**src/inc/uart_irq_defs.svh**
```systemverilog
// Constants for the UART interrupt, threshold and alias block
// Function
// - Bus logic and serial logic are separate clock domains, crossing via synchronisers.
// - Serial side settles new configuration within eight slow-clock cycles; software waits.
// - Single interrupt output is high while any enabled source is active.
// - Identifier reads 0001 when idle; only the top-priority source is reported.
// - Receiver line errors give identifier 0110, highest; line status read clears.
// - Receive data available is 0100; set by char or trigger level.
// - FIFO mode timeout 1100 after four idle character times; buffer read clears.
// - Transmit-empty 0010; cleared by identifier read, holding write, or above threshold.
// - Interrupt enable bit 7 selects threshold mode when FIFOs are enabled.
// - Two-bit field selects threshold: empty, 2 entries, quarter or half.
// - In threshold mode line status bit 5 reports transmit FIFO full.
// - FIFO enable cleared disables threshold mode; bit 5 reflects empty.
// - Receive alias range reads the receive buffer at every address.
// - Transmit alias range writes the holding register at every address.
// - FIFO-enable alias accesses only FIFO control bit 0.
// - Receive-trigger alias accesses only FIFO control bits 7 to 6.
// - Transmit-threshold alias accesses only FIFO control bits 5 to 4.
// - A bit period is 16 baud ticks; sampling near mid-bit.
`ifndef UART_IRQ_DEFS_SVH
`define UART_IRQ_DEFS_SVH
`define A_DATA 8'h00
`define A_IER 8'h01
`define A_IIR_FCR 8'h02
`define A_LSR 8'h05
`define A_ALIAS_HI 4'h1
`define A_FE_ALIAS 8'h22
`define A_RT_ALIAS 8'h23
`define A_TT_ALIAS 8'h24
`define FIFO_DEPTH 5'h10
`define IID_NONE 4'h1
`define IID_RLS 4'h6
`define IID_RDA 4'h4
`define IID_TO 4'hC
`define IID_TX_EMPTY_FLAG 4'h2
`define IER_RDA 0
`define IER_TX_EMPTY_FLAG 1
`define IER_RLS 2
`define IER_MODE 7
`define TRIG_L0 5'h01
`define TRIG_L1 5'h04
`define TRIG_L2 5'h08
`define TRIG_L3 5'h0E
`define THR_L0 5'h00
`define THR_L1 5'h02
`define THR_L2 5'h04
`define THR_L3 5'h08
`define TICKS_PER_BIT 16
`define BITS_PER_CHAR 10
`define TO_CHARS 4
`define TO_TICKS 10'(`TO_CHARS * `BITS_PER_CHAR * `TICKS_PER_BIT)
`define SETTLE_CYCLES 4'h8
`endif

```
**src/inc/uart_irq_pkg.sv**
```systemverilog
// Types shared by the UART interrupt block
package uart_irq_pkg;
  typedef logic [3:0] iid_t;
  typedef logic [3:0] ptr_t;
  typedef logic [4:0] lvl_t;
endpackage : uart_irq_pkg

```
**src/hdl/uart_irq.sv**
```systemverilog
// UART interrupt identification, threshold mode, FIFOs and register aliases
`include "uart_irq_defs.svh"
module uart_irq (
  input wire logic i_mclk,
  input wire logic i_rst,
  input wire logic [7:0] i_addr,
  input wire logic [7:0] i_wdata,
  input wire logic i_wr,
  input wire logic i_rd,
  output logic [7:0] o_rdata,
  input wire logic i_rx_tog,
  input wire logic [7:0] i_rx_data,
  input wire logic [2:0] i_rx_err,
  input wire logic i_tx_tog,
  input wire logic i_baud_tog,
  output logic [7:0] o_tx_data,
  output logic o_tx_valid,
  output logic o_cfg_settle,
  output logic o_fifo_en,
  output logic o_irq,
  output logic [3:0] o_iid
);
  logic [2:0] sync1_r, sync2_r, sync3_r;
  logic rx_ev, tx_ev, baud_ev;
  logic [7:0] ier_r, fcr_r;
  logic [7:0] rx_mem [16];
  logic [7:0] tx_mem [16];
  uart_irq_pkg::ptr_t rx_wr_r, rx_rd_r, tx_wr_r, tx_rd_r;
  uart_irq_pkg::lvl_t rx_lvl_r, tx_lvl_r, trig_lvl, thr_lvl;
  logic [3:0] lsr_err_r;
  logic [9:0] to_cnt_r;
  logic [3:0] settle_r;
  logic tx_empty_flag_q_r, tx_empty_flag_pend_r;
  logic rx_full, tx_full, rx_push, rx_pop, tx_push, tx_pop;
  logic data_wr, data_rd, iir_rd, lsr_rd, fcr_wr, cfg_wr, fifo_flush;
  logic thr_mode, tx_empty_flag_src, tx_empty_flag_act, rda_act, to_act, rls_act;
  logic [7:0] fcr_nxt;
  uart_irq_pkg::iid_t iid;

  // Serial-domain events arrive as toggles; edge found past the second flop
  always_ff @(posedge i_mclk or posedge i_rst) begin
    if (i_rst) begin
      sync1_r <= 3'h0;
      sync2_r <= 3'h0;
      sync3_r <= 3'h0;
    end else begin
      sync1_r <= {i_baud_tog, i_tx_tog, i_rx_tog};
      sync2_r <= sync1_r;
      sync3_r <= sync2_r;
    end
  end
  assign rx_ev = sync2_r[0] ^ sync3_r[0];
  assign tx_ev = sync2_r[1] ^ sync3_r[1];
  assign baud_ev = sync2_r[2] ^ sync3_r[2];

  // Address decode
  always_comb begin
    data_wr = 1'b0;
    data_rd = 1'b0;
    if (i_addr == `A_DATA || i_addr[7:4] == `A_ALIAS_HI) begin
      data_wr = i_wr;
      data_rd = i_rd;
    end
  end
  assign iir_rd = i_rd && i_addr == `A_IIR_FCR;
  assign lsr_rd = i_rd && i_addr == `A_LSR;
  assign fcr_wr = i_wr && (i_addr == `A_IIR_FCR || i_addr == `A_FE_ALIAS
                  || i_addr == `A_RT_ALIAS || i_addr == `A_TT_ALIAS);
  assign cfg_wr = fcr_wr || (i_wr && i_addr == `A_IER);

  // Aliases touch only their own control field
  always_comb begin
    fcr_nxt = fcr_r;
    if (i_addr == `A_IIR_FCR) begin
      fcr_nxt = i_wdata;
    end else if (i_addr == `A_FE_ALIAS) begin
      fcr_nxt[0] = i_wdata[0];
    end else if (i_addr == `A_RT_ALIAS) begin
      fcr_nxt[7:6] = i_wdata[1:0];
    end else if (i_addr == `A_TT_ALIAS) begin
      fcr_nxt[5:4] = i_wdata[1:0];
    end
  end
  assign fifo_flush = fcr_wr && (fcr_nxt[0] != fcr_r[0]);

  always_ff @(posedge i_mclk or posedge i_rst) begin
    if (i_rst) begin
      ier_r <= 8'h00;
    end else if (i_wr && i_addr == `A_IER) begin
      ier_r <= i_wdata;
    end
  end

  // Reset pulse bits 1 and 2 are not kept
  always_ff @(posedge i_mclk or posedge i_rst) begin
    if (i_rst) begin
      fcr_r <= 8'h00;
    end else if (fcr_wr) begin
      fcr_r <= {fcr_nxt[7:3], 2'h0, fcr_nxt[0]};
    end
  end

  // Serial side settle window after any configuration write
  always_ff @(posedge i_mclk or posedge i_rst) begin
    if (i_rst) begin
      settle_r <= 4'h0;
    end else if (cfg_wr) begin
      settle_r <= `SETTLE_CYCLES;
    end else if (settle_r != 4'h0) begin
      settle_r <= settle_r - 4'h1;
    end
  end

  // Levels
  always_comb begin
    case (fcr_r[7:6])
      2'h0: trig_lvl = `TRIG_L0;
      2'h1: trig_lvl = `TRIG_L1;
      2'h2: trig_lvl = `TRIG_L2;
      default: trig_lvl = `TRIG_L3;
    endcase
    case (fcr_r[5:4])
      2'h0: thr_lvl = `THR_L0;
      2'h1: thr_lvl = `THR_L1;
      2'h2: thr_lvl = `THR_L2;
      default: thr_lvl = `THR_L3;
    endcase
  end

  // Without FIFOs each side holds one character
  assign rx_full = fcr_r[0] ? rx_lvl_r == `FIFO_DEPTH : rx_lvl_r != 5'h00;
  assign tx_full = fcr_r[0] ? tx_lvl_r == `FIFO_DEPTH : tx_lvl_r != 5'h00;
  assign rx_push = rx_ev && !rx_full;
  assign rx_pop = data_rd && rx_lvl_r != 5'h00;
  assign tx_push = data_wr && !tx_full;
  assign tx_pop = tx_ev && tx_lvl_r != 5'h00;

  generate
    for (genvar e = 0; e < 16; e++) begin : g_entry
      always_ff @(posedge i_mclk) begin
        if (rx_push && rx_wr_r == 4'(e)) begin
          rx_mem[e] <= i_rx_data;
        end
        if (tx_push && tx_wr_r == 4'(e)) begin
          tx_mem[e] <= i_wdata;
        end
      end
    end
  endgenerate

  always_ff @(posedge i_mclk or posedge i_rst) begin
    if (i_rst) begin
      rx_wr_r <= 4'h0;
      rx_rd_r <= 4'h0;
      rx_lvl_r <= 5'h00;
    end else if (fifo_flush || (fcr_wr && fcr_nxt[1])) begin
      rx_wr_r <= 4'h0;
      rx_rd_r <= 4'h0;
      rx_lvl_r <= 5'h00;
    end else begin
      rx_wr_r <= rx_wr_r + 4'(rx_push);
      rx_rd_r <= rx_rd_r + 4'(rx_pop);
      rx_lvl_r <= rx_lvl_r + 5'(rx_push) - 5'(rx_pop);
    end
  end

  always_ff @(posedge i_mclk or posedge i_rst) begin
    if (i_rst) begin
      tx_wr_r <= 4'h0;
      tx_rd_r <= 4'h0;
      tx_lvl_r <= 5'h00;
    end else if (fifo_flush || (fcr_wr && fcr_nxt[2])) begin
      tx_wr_r <= 4'h0;
      tx_rd_r <= 4'h0;
      tx_lvl_r <= 5'h00;
    end else begin
      tx_wr_r <= tx_wr_r + 4'(tx_push);
      tx_rd_r <= tx_rd_r + 4'(tx_pop);
      tx_lvl_r <= tx_lvl_r + 5'(tx_push) - 5'(tx_pop);
    end
  end

  // Line errors: overrun, parity, framing, break; a new error beats the clear
  always_ff @(posedge i_mclk or posedge i_rst) begin
    if (i_rst) begin
      lsr_err_r <= 4'h0;
    end else begin
      lsr_err_r <= (lsr_rd ? 4'h0 : lsr_err_r)
                   | ({4{rx_ev}} & {i_rx_err[2:0], rx_full});
    end
  end

  // Idle count in baud ticks, restarted by any receive FIFO push or pop
  always_ff @(posedge i_mclk or posedge i_rst) begin
    if (i_rst) begin
      to_cnt_r <= 10'h000;
    end else if (!fcr_r[0] || rx_lvl_r == 5'h00 || rx_push || rx_pop) begin
      to_cnt_r <= 10'h000;
    end else if (baud_ev && to_cnt_r != `TO_TICKS) begin
      to_cnt_r <= to_cnt_r + 10'h001;
    end
  end

  // Sources
  assign thr_mode = ier_r[`IER_MODE] && fcr_r[0];
  assign tx_empty_flag_src = thr_mode ? tx_lvl_r <= thr_lvl : tx_lvl_r == 5'h00;
  assign rls_act = ier_r[`IER_RLS] && lsr_err_r != 4'h0;
  assign rda_act = ier_r[`IER_RDA]
                   && (fcr_r[0] ? rx_lvl_r >= trig_lvl : rx_lvl_r != 5'h00);
  assign to_act = ier_r[`IER_RDA] && fcr_r[0] && to_cnt_r == `TO_TICKS;
  assign tx_empty_flag_act = ier_r[`IER_TX_EMPTY_FLAG] && (thr_mode ? tx_empty_flag_src : tx_empty_flag_pend_r);

  // Edge-set transmit-empty flag outside threshold mode; set beats clear
  always_ff @(posedge i_mclk or posedge i_rst) begin
    if (i_rst) begin
      tx_empty_flag_q_r <= 1'b0;
      tx_empty_flag_pend_r <= 1'b0;
    end else begin
      tx_empty_flag_q_r <= tx_empty_flag_src;
      if (tx_empty_flag_src && !tx_empty_flag_q_r) begin
        tx_empty_flag_pend_r <= 1'b1;
      end else if ((iir_rd && iid == `IID_TX_EMPTY_FLAG) || data_wr) begin
        tx_empty_flag_pend_r <= 1'b0;
      end
    end
  end

  always_comb begin
    if (rls_act) begin
      iid = `IID_RLS;
    end else if (rda_act) begin
      iid = `IID_RDA;
    end else if (to_act) begin
      iid = `IID_TO;
    end else if (tx_empty_flag_act) begin
      iid = `IID_TX_EMPTY_FLAG;
    end else begin
      iid = `IID_NONE;
    end
  end
  assign o_iid = iid;
  assign o_irq = iid != `IID_NONE;

  // Read data, one cycle after the strobe
  always_ff @(posedge i_mclk or posedge i_rst) begin
    if (i_rst) begin
      o_rdata <= 8'h00;
    end else if (data_rd) begin
      o_rdata <= rx_mem[rx_rd_r];
    end else if (i_rd && i_addr == `A_IER) begin
      o_rdata <= ier_r;
    end else if (iir_rd) begin
      o_rdata <= {{2{fcr_r[0]}}, 2'h0, iid};
    end else if (lsr_rd) begin
      o_rdata <= {1'b0, tx_lvl_r == 5'h00, thr_mode ? tx_full : tx_lvl_r == 5'h00,
                  lsr_err_r[3], lsr_err_r[2], lsr_err_r[1], lsr_err_r[0],
                  rx_lvl_r != 5'h00};
    end else if (i_rd && i_addr == `A_FE_ALIAS) begin
      o_rdata <= {7'h00, fcr_r[0]};
    end else if (i_rd && i_addr == `A_RT_ALIAS) begin
      o_rdata <= {6'h00, fcr_r[7:6]};
    end else if (i_rd && i_addr == `A_TT_ALIAS) begin
      o_rdata <= {6'h00, fcr_r[5:4]};
    end else if (i_rd) begin
      o_rdata <= 8'h00;
    end
  end

  always_ff @(posedge i_mclk or posedge i_rst) begin
    if (i_rst) begin
      o_tx_data <= 8'h00;
    end else begin
      o_tx_data <= tx_mem[tx_rd_r];
    end
  end
  assign o_tx_valid = tx_lvl_r != 5'h00;
  assign o_cfg_settle = settle_r != 4'h0;
  assign o_fifo_en = fcr_r[0];

  // Checks
  idle_code_a: assert property (@(posedge i_mclk) disable iff (i_rst)
    !o_irq |-> o_iid == `IID_NONE) else $error("idle identifier wrong");
  err_first_a: assert property (@(posedge i_mclk) disable iff (i_rst)
    rls_act |-> o_iid == `IID_RLS) else $error("line error not top priority");
  err_clear_a: assert property (@(posedge i_mclk) disable iff (i_rst)
    lsr_rd && !rx_ev |=> lsr_err_r == 4'h0) else $error("line status read kept errors");
  irq_src_a: assert property (@(posedge i_mclk) disable iff (i_rst)
    o_irq == (rls_act || rda_act || to_act || tx_empty_flag_act)) else $error("irq mismatch");
  settle_len_a: assert property (@(posedge i_mclk) disable iff (i_rst)
    cfg_wr |=> o_cfg_settle [*8])
    else $error("settle window too short");
  settle_end_a: assert property (@(posedge i_mclk) disable iff (i_rst)
    cfg_wr ##1 !cfg_wr [*8] |=> !o_cfg_settle)
    else $error("settle window too long");
  lsr5_mode_a: assert property (@(posedge i_mclk) disable iff (i_rst)
    lsr_rd && thr_mode |=> o_rdata[5] == $past(tx_full)) else $error("bit 5 not full");
  tx_empty_flag_wr_a: assert property (@(posedge i_mclk) disable iff (i_rst)
    data_wr && !thr_mode && !(tx_empty_flag_src && !tx_empty_flag_q_r) |=> !tx_empty_flag_pend_r)
    else $error("holding write kept empty flag");
  fe_alias_a: assert property (@(posedge i_mclk) disable iff (i_rst)
    i_wr && i_addr == `A_FE_ALIAS |=> fcr_r[7:4] == $past(fcr_r[7:4]))
    else $error("enable alias touched other bits");
  to_mode_a: assert property (@(posedge i_mclk) disable iff (i_rst)
    !fcr_r[0] |-> !to_act) else $error("timeout outside FIFO mode");
  rx_alias_a: assert property (@(posedge i_mclk) disable iff (i_rst)
    i_rd && i_addr[7:4] == `A_ALIAS_HI && rx_lvl_r != 5'h00 |=> rx_lvl_r < $past(rx_lvl_r)
    || $past(rx_push)) else $error("alias read missed buffer");
  cov_timeout_c: cover property (@(posedge i_mclk) disable iff (i_rst) o_iid == `IID_TO);
  cov_thr_c: cover property (@(posedge i_mclk) disable iff (i_rst) thr_mode && tx_empty_flag_act);
  cov_err_c: cover property (@(posedge i_mclk) disable iff (i_rst) rls_act ##1 lsr_rd);
endmodule : uart_irq

```
**config.mk**
```make
export PLATFORM = sky130hd
export DESIGN_NAME = uart_irq
export DESIGN_NICKNAME = d
export VERILOG_FILES = /design/src/inc/uart_irq_pkg.sv /design/src/hdl/uart_irq.sv
export VERILOG_INCLUDE_DIRS = /design/src /design/src/inc
export SDC_FILE = /design/constraint.sdc
export NUM_CORES = 1
export LEC_CHECK = 0
export BUFFER_PORTS_ARGS = -buffer_cell sky130_fd_sc_hd__buf_2
export CAP_MARGIN = 20
export CORE_MARGIN = 1
export CORE_UTILIZATION = 65
export DETAILED_ROUTE_END_ITERATION = 8
export PLACE_DENSITY = 0.83
export SYNTH_ARGS = -nofsm -noshare
export SYNTH_HDL_FRONTEND = slang
export SYNTH_SLANG_ARGS = --single-unit
```
**constraint.sdc**
```tcl
create_clock -name i_mclk -period 5.7 [get_ports i_mclk]
set_clock_uncertainty 0.1 [all_clocks]
set_input_delay 0.57 -clock i_mclk [delete_from_list [all_inputs] [get_ports i_mclk]]
set_output_delay 0.57 -clock i_mclk [all_outputs]
set_load 0.005 [all_outputs]
```
==> impl_metrics.ini, run 1 <==
[status]
status = finished clean

[synthesis]
ys_warn_count = 0
synth_top_area_share = 0.539
synthCells = 835
synth_edf_count = 256
yosys-top-cells-count = edfxtp_1 (256), dfrtp_1 (84), mux4_2 (77)
syn_nets = 902
synth_area_leaders = edfxtp_1 (54%), dfrtp_1 (15%), mux4_2 (12%)
synth_cell_types = 65
yosysSeqAreaShare = 0.686
synth_area_mm2 = 0.0143
yosys.cell_count.top_type = edfxtp_1
avgSynthCellArea_um2 = 17.1
ys_ff_latch = 340
async_flop_share = 0.247
ys.flop_type = edfxtp_1
synth_top_cell_by_area = edfxtp_1

[setup_path]
crit_path_end_kind = register
crit_path_start = tx_lvl_r[3]$_DFF_PP0_
r2r_cells = 15
path_class = reg2reg
reg2reg_slack_ns = 1.93
critPathSlowestCell = nor3b_1
worst_r2r_endpoint = tx_lvl_r[4]$_DFF_PP0_
arrival_ns = 4.04
worstPathRequired_ns = 5.96
critPathLaunchType = register
crit_fanout = 6
max_stage_delay_ns = 0.54
path_depth = 15
rr_startpoint = tx_lvl_r[3]$_DFF_PP0_
crit_chain = inv_1, ha_1, nor3b_1, nand2_1, a211oi_2, inv_2, ha_1, inv_1, ha_1, fa_1, a21oi_1, nor2_1, nor2_1, xnor2_1, nor2_1
crit_path_end = tx_lvl_r[4]$_DFF_PP0_
critical_path_buf_inv_count = 3
cp_top_family = adder cells

[job]
max_cap_violations = 0

[global_routing]
use_met3 = 0.0412
grt_pass1_vias = 8097
antenna_found_initial = 0
grt_overflow = 0
grt_start_max_net_pins = 53
grt.busiest_layer = met2
grtUsageTotal = 0.290
grt_first_pass_wirelength_mm = 46.8
grt.met2_usage = 0.519
use_met1 = 0.362

[worst_hold_path]
hp-class = in2async

[clock_tree]
cts-root-buf = clkbuf_16
cts_resized = 0
cts_buffers = 34
clock-sinks = 340
htreeDepth = 2
postCtsSetupBuffers = 0
clk_pin_slew_ns = 0.06
cts_buffer_depth = 3
cts_tree = built
cts_hold_buf = 0
clk_latency_ns = 0.51

[die]
start_util = 0.670
die_w_um = 150
rows = 53
die_y_um = 150
ios = 58
fp.dieArea_mm2 = 0.0225
coreArea_mm2 = 0.0213

[power_and_ir_drop]
cellLeakagePower_nw = 5.77
vdd_drop_max_mv = 0.301
pwr_density_cell_mw_per_mm2 = 436

[timing]
setup_viol = 0
min_period_ns = 3.77
hold_viol = 0
maxSlewHeadroom = 0.296
finalWorstSetupSlack_ns = 1.93
slew_viol_final = 0
fin_tns_setup_ns = 0
fin_crit_sh = 0.662
holdWs_ns = 0.00469
fmax_mhz = 265
rsz0062_at_grt = no
tightest_slew_ns = 1.05

[final_layout]
drive_gt1_frac = 0.240
diodes = 0
layout.nets = 974
fin_util = 0.751
syn2layout_area_growth_pct = 12.0

[place]
finalWeightedCongestion = 0.871
dp_hpwl_mm = 19.0
port_buffers = 57
post-place-ws_ns = 2.07

[route]
wl_mm = 30.7
wl_per_cell_um = 25.5
viasPerCell = 6.41
first_pass_iters = 5
drc_errors = 0
ant_nets = 0
drtIter0Drc = 616
vias = 7727
[kinds of logic (layout without fill, tap and decap cells)]
| kind of cell | count (synthesis) | in the layout | synth area share |
|---|---|---|---|
| simple gates | 193 | 193 | 0.0680 |
| flops | 340 | 340 | 0.686 |
| fa+ha+maj | 33 | 33 | 0.0300 |
| xor+xnor | 34 | 34 | 0.0209 |
| compound gates | 76 | 76 | 0.0406 |
| mux | 95 | 95 | 0.135 |
| buf+inv | 64 | 160 | 0.0193 |
[placed cells by master, fill, tap and decap left out, drive strengths merged, types with 18 or more instances in the layout]
master,n
mux4,77
buf,70
ha,31
nand2,28
nor2b,20
inv,28
clkbuf,46
dfrtp,84
edfxtp,256
xor2,18
nor2,69
[power breakdown]
group	internal (mW)	switching (mW)	total [mW]
Clock	1.40	0.903	2.30
Sequential	2.83	0.219	3.05
Combinational	0.842	0.775	1.62
Total	5.07	1.90	6.97
[cell type report]
type	instances	area, um2
sequential	340	9790
clock inverter	16	229
multi-input combinational	431	4210
tap	275	344
timing repair buffer	72	390
inverter	28	106
clock buffer	44	910
fill	1208	5310
[registers in the layout, indices dropped and copies added, names as in the netlist, 5 cells and up]
signal	count
rx_mem	128
o_rdata	8
rx_lvl_r	5
ier_r	8
tx_lvl_r	5
fcr_r	5
tx_mem	128
o_tx_data	8
to_cnt_r	10
[worst min-delay path by stage]
| stage | start | endpoint | slack (ns) | depth (start not counted) |
|---|---|---|---|---|
| finish | i_rst | rx_lvl_r[3]$_DFF_PP0_ | 0.005 | 2 |
| global route | i_rst | rx_lvl_r[4]$_DFF_PP0_ | 0.03 | 2 |
| CTS | i_rst | rx_lvl_r[4]$_DFF_PP0_ | 0.005 | 2 |
| detailed placement | sync1_r[2]$_DFF_PP0_ | sync2_r[2]$_DFF_PP0_ | 0.24 | 0 |
| global placement | sync1_r[2]$_DFF_PP0_ | sync2_r[2]$_DFF_PP0_ | 0.24 | 0 |
| floorplan | sync1_r[0]$_DFF_PP0_ | sync2_r[0]$_DFF_PP0_ | 0.23 | 0 |
[per-stage QoR]
step           area (um2)  power, mW  std cells
5_1_grt             16000       7.26       1206
4_1_cts             16000       7.01       1202
2_1_floorplan       14300       4.27        835
3_5_place_dp        14800       4.68       1142
3_3_place_gp        14800       4.58       1142
6_report            16000       6.97       1206
[layer usage]
layer,vias to the layer above,wire [um]
li1,3385,-
met4,0,980
met2,295,16500
met1,3979,11700
met3,68,1600
met5,-,0
Power figures use the tool's default switching activity.
==> run 2: changes to the inputs <==
- CORE_UTILIZATION: 65 -> 61
- PLACE_DENSITY: 0.83 -> 0.79
- clock period: 5.7 -> 3.66 ns (I/O delays scaled with it)
==> run 2 against run 1 <==
- clock power is 52% higher
- total power increased by 54%
- worst setup slack worse by 1.5 ns
- final cell count rose by 5.5%
- routed wire length fell by 8.4%
- critical path depth did not move
- non-clock buffer count grew 27
- register-to-register slack lost 1.5 ns
- fmax increased by 16%
- die area up 6.5%
- count of clock-buffer cells in the layout shrank 2
- largest power group unchanged
==> impl_metrics.ini, run 2 (synthesis gave the netlist of run 1 again) <==
[final_layout]
fillers = 1372
syn2layout_area_growth_pct = 13.9
drive_gt1_frac = 0.252
layout.nets = 1001
finalInstanceArea_mm2 = 0.0163
mostFrequentLayoutCell = edfxtp_1
final_cell_mix = edfxtp_1 (256), dfrtp_1 (82), mux4_2 (77)
diodes = 0
largestRegisters = rx_mem: 128 flops, tx_mem: 128 flops, to_cnt_r: 10 flops

[place]
post-place-ws_ns = 0.454
port_buffers = 57
placed_cell_area_mm2 = 0.0150
finalWeightedCongestion = 0.844
dp_hpwl_mm = 18.7

[die]
fp.dieArea_mm2 = 0.0240
die_y_um = 155
start_util = 0.626
rows = 55
ios = 58
die_w_um = 155
coreArea_mm2 = 0.0228

[global_routing]
grt.busiest_layer = met2
grt_pass1_vias = 7996
use_met1 = 0.304
antenna_found_initial = 1
grtUsageTotal = 0.246
grt_overflow = 0
grt_start_max_net_pins = 56
use_met3 = 0.0421
grt_first_pass_wirelength_mm = 43.8
grt.met2_usage = 0.438

[route]
drtIter0Drc = 574
drc_errors = 0
wl_mm = 28.1
viasPerCell = 6.02
vias = 7653
first_pass_iters = 6
wl_per_cell_um = 22.1
ant_nets = 0

[setup_path]
critPathSlowestCell = fa_1
critical_path_buf_inv_count = 2
rr_startpoint = rx_lvl_r[2]$_DFF_PP0_
reg2reg_slack_ns = 0.42
max_stage_delay_ns = 0.42
path_depth = 15
worstPathRequired_ns = 3.95
r2r_cells = 15
path_class = reg2reg
arrival_ns = 3.53
cp_top_family = simple AND/OR/NAND/NOR gates
worst_r2r_endpoint = rx_lvl_r[4]$_DFF_PP0_
crit_chain = inv_1, ha_1, or3b_1, nor2_1, a21oi_1, or2_1, ha_1, inv_1, ha_1, fa_1, a21oi_1, nor2_1, nor2_1, xnor2_1, nor2_1
critPathLaunchType = register
crit_path_end_kind = register
crit_fanout = 4
cpMostUsedCell = nor2_1

[clock_tree]
cts_buffers = 34
postCtsSetupBuffers = 0
clk_latency_ns = 0.51
cts_tree = built
clock-sinks = 340
cts_buffer_depth = 3
clk_pin_slew_ns = 0.06
cts-root-buf = clkbuf_16
htreeDepth = 2

[worst_hold_path]
hp-class = in2reg
min_to = rx_mem[7][5]$_DFFE_PP_
min_from = i_rx_data[5]
hold-path-cell-count = 1

[timing]
tightest_slew_ns = 0.891
holdWs_ns = 0.134
finalWorstSetupSlack_ns = 0.421
setup_viol = 0
hold_viol = 0
fin_crit_sh = 0.885
fmax_mhz = 309
rsz0062_at_grt = no
fin_tns_setup_ns = 0
maxSlewHeadroom = 0.404
min_period_ns = 3.24
slew_viol_final = 0

[power_and_ir_drop]
p_total_mw = 10.7
pwr_density_cell_mw_per_mm2 = 661
vdd_drop_max_mv = 0.500
cellLeakagePower_nw = 5.90

[status]
status = finished clean

[job]
max_cap_violations = 0
-- run 2: changes by cell type in the layout (fill, tap and decap cells not counted), moves of 2 or more --
cell / before / now
dlygate4sd3_1: 0 / 7
clkinv_1: 4 / 8
buf_2: 59 / 57
clkinv_2: 6 / 4
clkbuf_1: 9 / 7
buf_4: 11 / 34
-- run 2: worst register-to-register path: cells and delay by family (launching register included) --
| family | cells | cell delay [ns] |
|---|---|---|
| buffers and inverters | 2 | 0.13 |
| AND/OR/NAND/NOR | 6 | 1.09 |
| adder cells (fa/ha/maj) | 4 | 1.06 |
| AO/OA/AOI/OAI | 2 | 0.24 |
| XOR/XNOR | 1 | 0.13 |
| flip-flops | 1 | 0.40 |
-- run 2: cell type report --
type                            instances  area [um2]  area share
Sequential cell                       340        9790       0.602
Multi-Input combinational cell        431        4210       0.259
Clock buffer                           42         891      0.0548
Timing Repair Buffer                   99         638      0.0393
Tap cell                              313         392      0.0241
Clock inverter                         19         229      0.0141
Inverter                               28         106     0.00654
-- run 2: timing repair --
item,in CTS,in global routing
hold buffers,7,0
endpoints found under the setup margin,0,0
hold endpoints to repair,59,0
gates resized for setup,0,0
-- run 2: report_power, final --
part           switching (mW)  internal (mW)
Sequential              0.354           4.40
Clock                    1.41           2.09
Combinational            1.12           1.36
-- run 2: routing by layer --
layer	routed length, um	vias up
met5	13	-
met4	772	2
met3	1500	75
met2	14900	251
met1	11000	3891
li1	-	3434
-- run 2: through the flow --
step / util / std cells
4_1_cts: 0.712 / 1271
5_1_grt: 0.714 / 1272
3_5_place_dp: 0.660 / 1203
2_1_floorplan: - / 835
3_3_place_gp: 0.660 / 1203
6_report: 0.714 / 1272
-- run 2: how the worst max path moves through the flow --
stage	start	end
after CTS	rx_lvl_r[3]$_DFF_PP0_	rx_lvl_r[4]$_DFF_PP0_
after detailed placement	rx_lvl_r[2]$_DFF_PP0_	rx_lvl_r[4]$_DFF_PP0_
after floorplan	tx_lvl_r[3]$_DFF_PP0_	tx_lvl_r[4]$_DFF_PP0_
final	rx_lvl_r[2]$_DFF_PP0_	rx_lvl_r[4]$_DFF_PP0_
after global placement	i_addr[0]	rx_lvl_r[4]$_DFF_PP0_
after global routing	tx_lvl_r[3]$_DFF_PP0_	tx_lvl_r[4]$_DFF_PP0_
